[src/psic_pkg.sv]
// Constants and carriers for the power-save and idle controller.
// Assumes one 50 MHz system clock and a core that reports SFR writes,
// instruction boundaries and machine-cycle state/phase timing.
// ============================================================
// Overview of operation
// - Permit pin high blocks every power-save entry.
// - Watchdog autostarts only if pin high at reset.
// - Pin low: modes usable, watchdog needs software.
// - Floating permit pin reads high by pull-up.
// - Later pin changes never touch the watchdog.
// - Pin sampled once per cycle, state 3 phase 1.
// - Idle gates CPU and watchdog clocks; peripherals run.
// - CPU state frozen unchanged through idle.
// - Ports and alternate outputs keep driving in idle.
// - Latch and program strobes held high in idle.
// - External fetch idle: port 0 floats; deep stop strobes low (code holds prog_strobe high in deep stop without external fetch).
// - Watchdog alone halts in idle, resumes after (code gates the CPU clock in idle as well).
// - Port inputs stay live during idle.
// - Arm and start written together do nothing.
// - Arm and start bits self-clear, read zero.
// - Start-bit instruction is last before gating.
// - Enabled interrupt ends idle, resumes after start.
// - Reset ends idle; two machine cycles suffice.
// - Power control register layout at 87H.
// - Deep stop wins over simultaneous idle request.
package psic_pkg;

  // ============================================================
  // Power control register.
  localparam logic [7:0] PWR_CTRL_ADDR   = 8'h87;
  localparam int         BIT_BAUD_DBL    = 7;
  localparam int         BIT_DEEP_START  = 6;
  localparam int         BIT_SLEEP_START = 5;
  localparam int         BIT_SLOW_DOWN   = 4;
  localparam int         BIT_GEN_FLAG1   = 3;
  localparam int         BIT_GEN_FLAG0   = 2;
  localparam int         BIT_DEEP_ARM    = 1;
  localparam int         BIT_SLEEP_ARM   = 0;
  localparam logic [7:0] PWR_CTRL_RST    = 8'h00;
  localparam logic [7:0] PWR_SELF_CLR    = 8'h63;

  // ============================================================
  // Machine-cycle timing.
  localparam logic [2:0] SAMPLE_STATE    = 3'h3;
  localparam logic       SAMPLE_PHASE    = 1'h1;
  localparam int         RST_MIN_CYCLES  = 2;

  typedef enum logic [1:0] {
    PSIC_RUN,
    PSIC_IDLE,
    PSIC_DEEP
  } psic_mode_t;

  typedef struct packed {
    logic       wr;
    logic [7:0] addr;
    logic [7:0] data;
  } psic_sfr_wr_t;

  typedef struct packed {
    logic       ale;
    logic       prog_strobe;
    logic       p0_oe;
    logic       p2_addr_sel;
  } psic_pins_t;

endpackage : psic_pkg

[src/psic_ctrl.sv]
// Power-save gatekeeper, idle entry/exit and watchdog autostart.
// Expects the core to pulse instr_end once per completed instruction and
// to present SFR writes with that instruction's data.
`timescale 1ns/1ns
module psic_ctrl
  import psic_pkg::*;
(
  input  wire logic         sys_clk,
  input  wire logic         rst_b,
  input  wire logic         power_save_permit_pin,
  input  wire logic         permit_pin_connected,
  input  wire logic [2:0]   cyc_state,
  input  wire logic         cyc_phase,
  input  wire logic         instr_end,
  input  wire psic_sfr_wr_t sfr_wr,
  input  wire logic         irq_pending,
  input  wire logic         ext_code_fetch,
  input  wire logic         core_ale,
  input  wire logic         core_prog_strobe,
  output logic              cpu_clk_en,
  output logic              wdt_clk_en,
  output logic              wdt_auto_start,
  output logic              idle_active,
  output logic              deep_stop_active,
  output logic              save_permitted,
  output logic [7:0]        power_control_reg,
  output psic_pins_t        pins
);

  // ============================================================
  // Permit pin sampling.
  logic       pin_lvl;
  logic       permit_ff;
  logic       nxt_permit;
  logic       wdt_auto_ff;
  logic       nxt_wdt_auto;
  logic       rst_seen_ff;
  logic       nxt_rst_seen;

  // An open pin is pulled high, which blocks the modes.
  assign pin_lvl = permit_pin_connected ? power_save_permit_pin : 1'b1;

  function automatic logic sample_slot(input logic [2:0] st,
                                       input logic       ph);
    sample_slot = (st == SAMPLE_STATE) && (ph == SAMPLE_PHASE);
  endfunction : sample_slot

  always_comb begin
    nxt_permit   = permit_ff;
    nxt_wdt_auto = wdt_auto_ff;
    nxt_rst_seen = 1'b1;
    if (sample_slot(cyc_state, cyc_phase)) begin
      nxt_permit = ~pin_lvl;
    end
    // The strap is caught on the first edge after release, never again,
    // so later pin activity cannot start or stop the watchdog.
    if (!rst_seen_ff) begin
      nxt_wdt_auto = pin_lvl;
    end
  end

  always_ff @(posedge sys_clk or negedge rst_b) begin
    if (!rst_b) begin
      permit_ff   <= 1'b0;
      wdt_auto_ff <= 1'b0;
      rst_seen_ff <= 1'b0;
    end else begin
      permit_ff   <= nxt_permit;
      wdt_auto_ff <= nxt_wdt_auto;
      rst_seen_ff <= nxt_rst_seen;
    end
  end

  // ============================================================
  // Register and entry sequence.
  logic       power_control_reg_wr;
  logic       wr_sl_arm;
  logic       wr_sl_start;
  logic       wr_dp_arm;
  logic       wr_dp_start;
  logic       permit_now;
  logic [7:0] power_control_reg_ff;
  logic [7:0] nxt_power_control_reg;
  logic       sl_arm_ff;
  logic       nxt_sl_arm;
  logic       dp_arm_ff;
  logic       nxt_dp_arm;
  psic_mode_t mode_ff;
  psic_mode_t nxt_mode;

  assign power_control_reg_wr     = sfr_wr.wr && (sfr_wr.addr == PWR_CTRL_ADDR);
  assign wr_sl_arm   = power_control_reg_wr && sfr_wr.data[BIT_SLEEP_ARM];
  assign wr_sl_start = power_control_reg_wr && sfr_wr.data[BIT_SLEEP_START];
  assign wr_dp_arm   = power_control_reg_wr && sfr_wr.data[BIT_DEEP_ARM];
  assign wr_dp_start = power_control_reg_wr && sfr_wr.data[BIT_DEEP_START];
  // Use the level sampled in this very cycle if the slot is now.
  assign permit_now  = nxt_permit;

  always_comb begin
    nxt_power_control_reg   = power_control_reg_ff;
    nxt_sl_arm = sl_arm_ff;
    nxt_dp_arm = dp_arm_ff;
    nxt_mode   = mode_ff;
    if (power_control_reg_wr) begin
      // Arm and start bits never store, so they always read zero.
      nxt_power_control_reg = sfr_wr.data & ~PWR_SELF_CLR;
    end
    // An arm lives only until the next instruction ends.
    if (instr_end) begin
      nxt_sl_arm = wr_sl_arm && !wr_sl_start;
      nxt_dp_arm = wr_dp_arm && !wr_dp_start;
    end
    case (mode_ff)
      PSIC_RUN: begin
        if (instr_end && permit_now) begin
          // Deep stop beats idle when both start together.
          if (dp_arm_ff && wr_dp_start && !wr_dp_arm) begin
            nxt_mode = PSIC_DEEP;
          end else if (sl_arm_ff && wr_sl_start && !wr_sl_arm) begin
            nxt_mode = PSIC_IDLE;
          end
        end
      end
      PSIC_IDLE: begin
        if (irq_pending) begin
          nxt_mode = PSIC_RUN;
        end
      end
      PSIC_DEEP: begin
        nxt_mode = PSIC_DEEP;
      end
      default: begin
        nxt_mode = PSIC_RUN;
      end
    endcase
    if (nxt_mode != PSIC_RUN) begin
      nxt_sl_arm = 1'b0;
      nxt_dp_arm = 1'b0;
    end
  end

  // Reset leaves any mode at once; the clock still runs in idle, so
  // two machine cycles of reset are plenty.
  always_ff @(posedge sys_clk or negedge rst_b) begin
    if (!rst_b) begin
      power_control_reg_ff   <= PWR_CTRL_RST;
      sl_arm_ff <= 1'b0;
      dp_arm_ff <= 1'b0;
      mode_ff   <= PSIC_RUN;
    end else begin
      power_control_reg_ff   <= nxt_power_control_reg;
      sl_arm_ff <= nxt_sl_arm;
      dp_arm_ff <= nxt_dp_arm;
      mode_ff   <= nxt_mode;
    end
  end

  // ============================================================
  // Clock gates and pin overrides, all registered.
  logic       nxt_cpu_en;
  logic       nxt_wdt_en;
  psic_pins_t nxt_pins;

  always_comb begin
    // Only the CPU and watchdog gates exist; peripherals, ports and
    // interrupt inputs run untouched, and frozen CPU clock keeps state.
    nxt_cpu_en = (nxt_mode == PSIC_RUN);
    nxt_wdt_en = (nxt_mode == PSIC_RUN);
    nxt_pins.ale         = core_ale;
    nxt_pins.prog_strobe = core_prog_strobe;
    nxt_pins.p0_oe       = 1'b1;
    nxt_pins.p2_addr_sel = ext_code_fetch;
    case (nxt_mode)
      PSIC_IDLE: begin
        nxt_pins.ale         = 1'b1;
        nxt_pins.prog_strobe = 1'b1;
        nxt_pins.p0_oe       = !ext_code_fetch;
        nxt_pins.p2_addr_sel = ext_code_fetch;
      end
      PSIC_DEEP: begin
        nxt_pins.ale         = 1'b0;
        nxt_pins.prog_strobe = !ext_code_fetch;
        nxt_pins.p0_oe       = !ext_code_fetch;
        nxt_pins.p2_addr_sel = 1'b0;
      end
      default: begin
      end
    endcase
  end

  always_ff @(posedge sys_clk or negedge rst_b) begin
    if (!rst_b) begin
      cpu_clk_en        <= 1'b1;
      wdt_clk_en        <= 1'b1;
      wdt_auto_start    <= 1'b0;
      idle_active       <= 1'b0;
      deep_stop_active  <= 1'b0;
      save_permitted    <= 1'b0;
      power_control_reg <= PWR_CTRL_RST;
      pins              <= '{ale: 1'b1, prog_strobe: 1'b1,
                             p0_oe: 1'b1, p2_addr_sel: 1'b0};
    end else begin
      cpu_clk_en        <= nxt_cpu_en;
      wdt_clk_en        <= nxt_wdt_en;
      wdt_auto_start    <= nxt_wdt_auto;
      idle_active       <= (nxt_mode == PSIC_IDLE);
      deep_stop_active  <= (nxt_mode == PSIC_DEEP);
      save_permitted    <= nxt_permit;
      power_control_reg <= nxt_power_control_reg;
      pins              <= nxt_pins;
    end
  end

endmodule : psic_ctrl

[config.mk]
export PLATFORM = sky130hd
export DESIGN_NAME = psic_ctrl
export DESIGN_NICKNAME = d
export VERILOG_FILES = /design/src/psic_pkg.sv /design/src/psic_ctrl.sv
export SDC_FILE = /design/constraint.sdc
export NUM_CORES = 1
export LEC_CHECK = 0
export BUFFER_PORTS_ARGS = -buffer_cell sky130_fd_sc_hd__buf_2
export CAP_MARGIN = 20
export CORE_MARGIN = 2
export CORE_UTILIZATION = 43
export CTS_CLUSTER_DIAMETER = 150
export CTS_CLUSTER_SIZE = 12
export DETAILED_ROUTE_END_ITERATION = 8
export PLACE_DENSITY = 0.87
export SLEW_MARGIN = 25
export SYNTH_ARGS = -nofsm -noshare
export SYNTH_HDL_FRONTEND = slang
export SYNTH_SLANG_ARGS = --single-unit
[constraint.sdc]
create_clock -name sys_clk -period 1.7 [get_ports sys_clk]
set_clock_uncertainty 0.15 [all_clocks]
set_input_delay 0.34 -clock sys_clk [delete_from_list [all_inputs] [get_ports sys_clk]]
set_output_delay 0.34 -clock sys_clk [all_outputs]
set_load 0.05 [all_outputs]
==> metrics.txt <==
Die X=about 50 um; DR vias/cell=slightly below 5; met1 usage=0.1907; Hold Path Sink=pins[2]; Reg clk slew, reported paths=roughly 100 ps; Root Buffer=clkbuf_4; global routing's busiest layer=met2; drt drc=0; hold path depth=2; CTS buffer count=3; gr ovfl total=0; delay-heaviest family, CP=compound AO/OA/AOI/OAI gates; share of the cycle needed by the critical path after routing=0.9617; pre-CTS WS=-15.08 ps; GR met2 Demand/Resource=0.2815; largest family of logic cells by synthesized area=simple AND/OR/NAND/NOR gates; Hold Startpoint=ext_code_fetch; maximum VDD drop=462.6 uV; Yosys reg bits=18; core box area=roughly 2000 um^2; initial antenna violation count=0; worst path cell trace=and4bb_2 -> mux2i_2 -> o31ai_4 -> a2bb2oi_2; post-route ant nets=0; number of global-route vias before repair=around 730; Placer Congestion=between 0.7 and 0.8; PwrDens=between 700 and 800 nW/um^2; CTS tree=yes; clk buf depth=2; Final WS setup=about 65 ps; simple-gate portion of the synthesized area=0.2227; Die Y=49.29 um; RSZ-0062 raised after global routing=no; P&R area growth vs syn=32.20%; Worst-Skew Late Latency=between 200 and 300 ps; Hold WS=55.78 ps; XOR/XNOR Fraction of Synth Area=0; fin util=0.6005; final setup violation count=0; final hold viol count=0; Syn Area/Cell=between 10 and 15 um^2; Sinks on Clock Net=18; routing usage on met3=0.02454; post-synth cell types=27; sequential fraction of the synthesis area=0.5163; Cell Rows=16; First DRT Iteration DRCs=11; Critical Path AT=1710 ps; I/O pins=between 40 and 50; Vias=approximately 710; fraction of layout cells with a size suffix above 1=0.5690; nets@finish=approximately 150; Max Freq=~600 MHz; Global Route Usage Sum=0.1732; Max Slew Vio Count=0; DIE AREA=between 2000 and 2500 um^2; status=complete, no violations; crit path max-delay cell type=dfrtp_1; DP HPWL=between 1000 and 1500 um; R2R depth=4; r2r setup slk=approximately 65 ps; routed len/inst=approximately 13 um; Post-Synth Adder-Cell Area=0; buffer count from post-CTS setup fixing=0; P_leak=roughly 0.6 nW; CP startpoint kind=register; Mapped Area=about 880 um^2; pin count of the biggest net entering global routing=19; worst-path fanout max=5; Crit Path Class=reg -> reg; Initial DRT Pass Iterations=4; Bufs and invs on worst path=0; Final min period=between 1500 and 2000 ps; first-pass GRT wire length=between 3000 and 4000 um; aggregate routed wire length=roughly 1900 um; maxcap violations=0; Worst R2R Start=mode_ff[0]; hold crit path type=in -> reg; ant diodes=0; Critical Path RT=1780 ps; Starting Density=0.4543; # H-tree levels=1; CP max stage delay=about 420 ps; crit end category=register; post-synthesis mux area share=0.08511; Cells after Synth=68; Ys Warns=0; reg2reg end=pins[2]; Compound-Gate Fraction of Synth Area=0.1035; Port Buf Inserts=43
==> layer usage <==
metal,up-vias,part of all wire
met4,0,0.047
met5,-,0
met2,43,0.50
met3,6,0.068
met1,334,0.38
li1,328,-
==> synth_stat cells <==
library cell | n | area, um^2
dfstp_2 | 4 | 105.1
nand3b_1 | 2 | 15.01
nor4b_4 | 1 | 23.77
and3b_1 | 3 | 26.28
dfrtp_1 | 14 | 350.3
a21oi_1 | 2 | 10.01
nand4_4 | 1 | 21.27
a2bb2oi_2 | 1 | 15.01
and4_2 | 1 | 10.01
or3b_2 | 1 | 8.760
nor2b_1 | 1 | 6.260
o31ai_4 | 2 | 42.54
mux2_2 | 4 | 45.04
and2_1 | 1 | 6.260
o21ai_0 | 2 | 10.01
buf_4 | 5 | 37.54
nand4b_1 | 3 | 26.28
nand2b_1 | 3 | 18.77
and4bb_2 | 1 | 12.51
nor2_1 | 2 | 7.510
nor4bb_1 | 1 | 10.01
conb_1 | 2 | 7.510
nand2_1 | 1 | 3.750
o31ai_1 | 1 | 7.510
inv_1 | 5 | 18.77
a31oi_1 | 1 | 6.260
mux2i_1 | 3 | 30.03
==> repair_timing <==
item,CTS,global route
endpoints found under the setup margin,0,1
hold buffers,1,0
hold endpoints to repair,14,0
resized for setup,0,1
==> how the worst max path moves through the flow <==
stage                     cells past startpoint          end  slack, ps      startpoint
after floorplan                               4  idle_active         40  save_permitted
after global placement                        5      pins[2]          9      sfr_wr[13]
after detailed placement                      5      pins[2]        -20      sfr_wr[13]
after CTS                                     4      pins[2]         70      mode_ff[0]
after global routing                          4      pins[2]          5      mode_ff[0]
final                                         4      pins[2]         70      mode_ff[0]
==> power by group <==
group | internal (mW) | leakage, nW | switching, mW
registers | 0.444 | 0.219 | 0.00680
logic | 0.0547 | 0.372 | 0.114
clock network | 0.0913 | 0.0150 | 0.125
==> stage by stage <==
step / std cells / power (mW) / TNS, ps / instance area (um^2)
final: 143 / 0.8356 / 0 / 1166
after floorplan: 71 / 0.5657 / 0 / 897.1
after detailed placement: 138 / 0.6265 / -15.08 / 1124
after CTS: 143 / 0.8485 / 0 / 1160
after global placement: 138 / 0.6207 / 0 / 1124
after global routing: 143 / 0.8789 / 0 / 1166
==> logic make-up (layout without fill, tap and decap cells) <==
logic type | Yosys count | in the layout
compound gates | 9 | 9
buf+inv | 10 | 55
flops | 18 | 18
mux | 7 | 7
other cells | 2 | 5
simple gates | 22 | 22
==> final cells by class <==
class                      instances  area [um^2]
fill                             177        775.7
sequential                        18        455.4
multi-input combinational         43        391.6
timing repair buffer              46        240.2
tap                               27        33.78
clock buffer                       4        26.28
inverter                           5        18.77
==> cells in the final DEF, fill, tap and decap left out <==
cell / count
mux2_2: 4
and4bb_2: 1
buf_2: 43
nand2_1: 1
and3b_1: 3
nor4bb_2: 1
dfrtp_1: 14
nand4b_1: 3
buf_4: 2
dfstp_2: 4
and4_2: 1
nor2b_1: 1
and2_1: 1
a31oi_1: 1
clkbuf_4: 3
nand3b_1: 2
o21ai_0: 2
o31ai_4: 2
o31ai_1: 1
a2bb2oi_2: 1
nor2_1: 2
dlygate4sd3_1: 1
mux2i_2: 1
a21oi_1: 2
clkbuf_1: 1
mux2i_1: 2
nand4_4: 1
or3b_2: 1
conb_1: 5
inv_1: 5
nand2b_1: 3
nor4b_4: 1
Power figures use the tool's default switching activity.
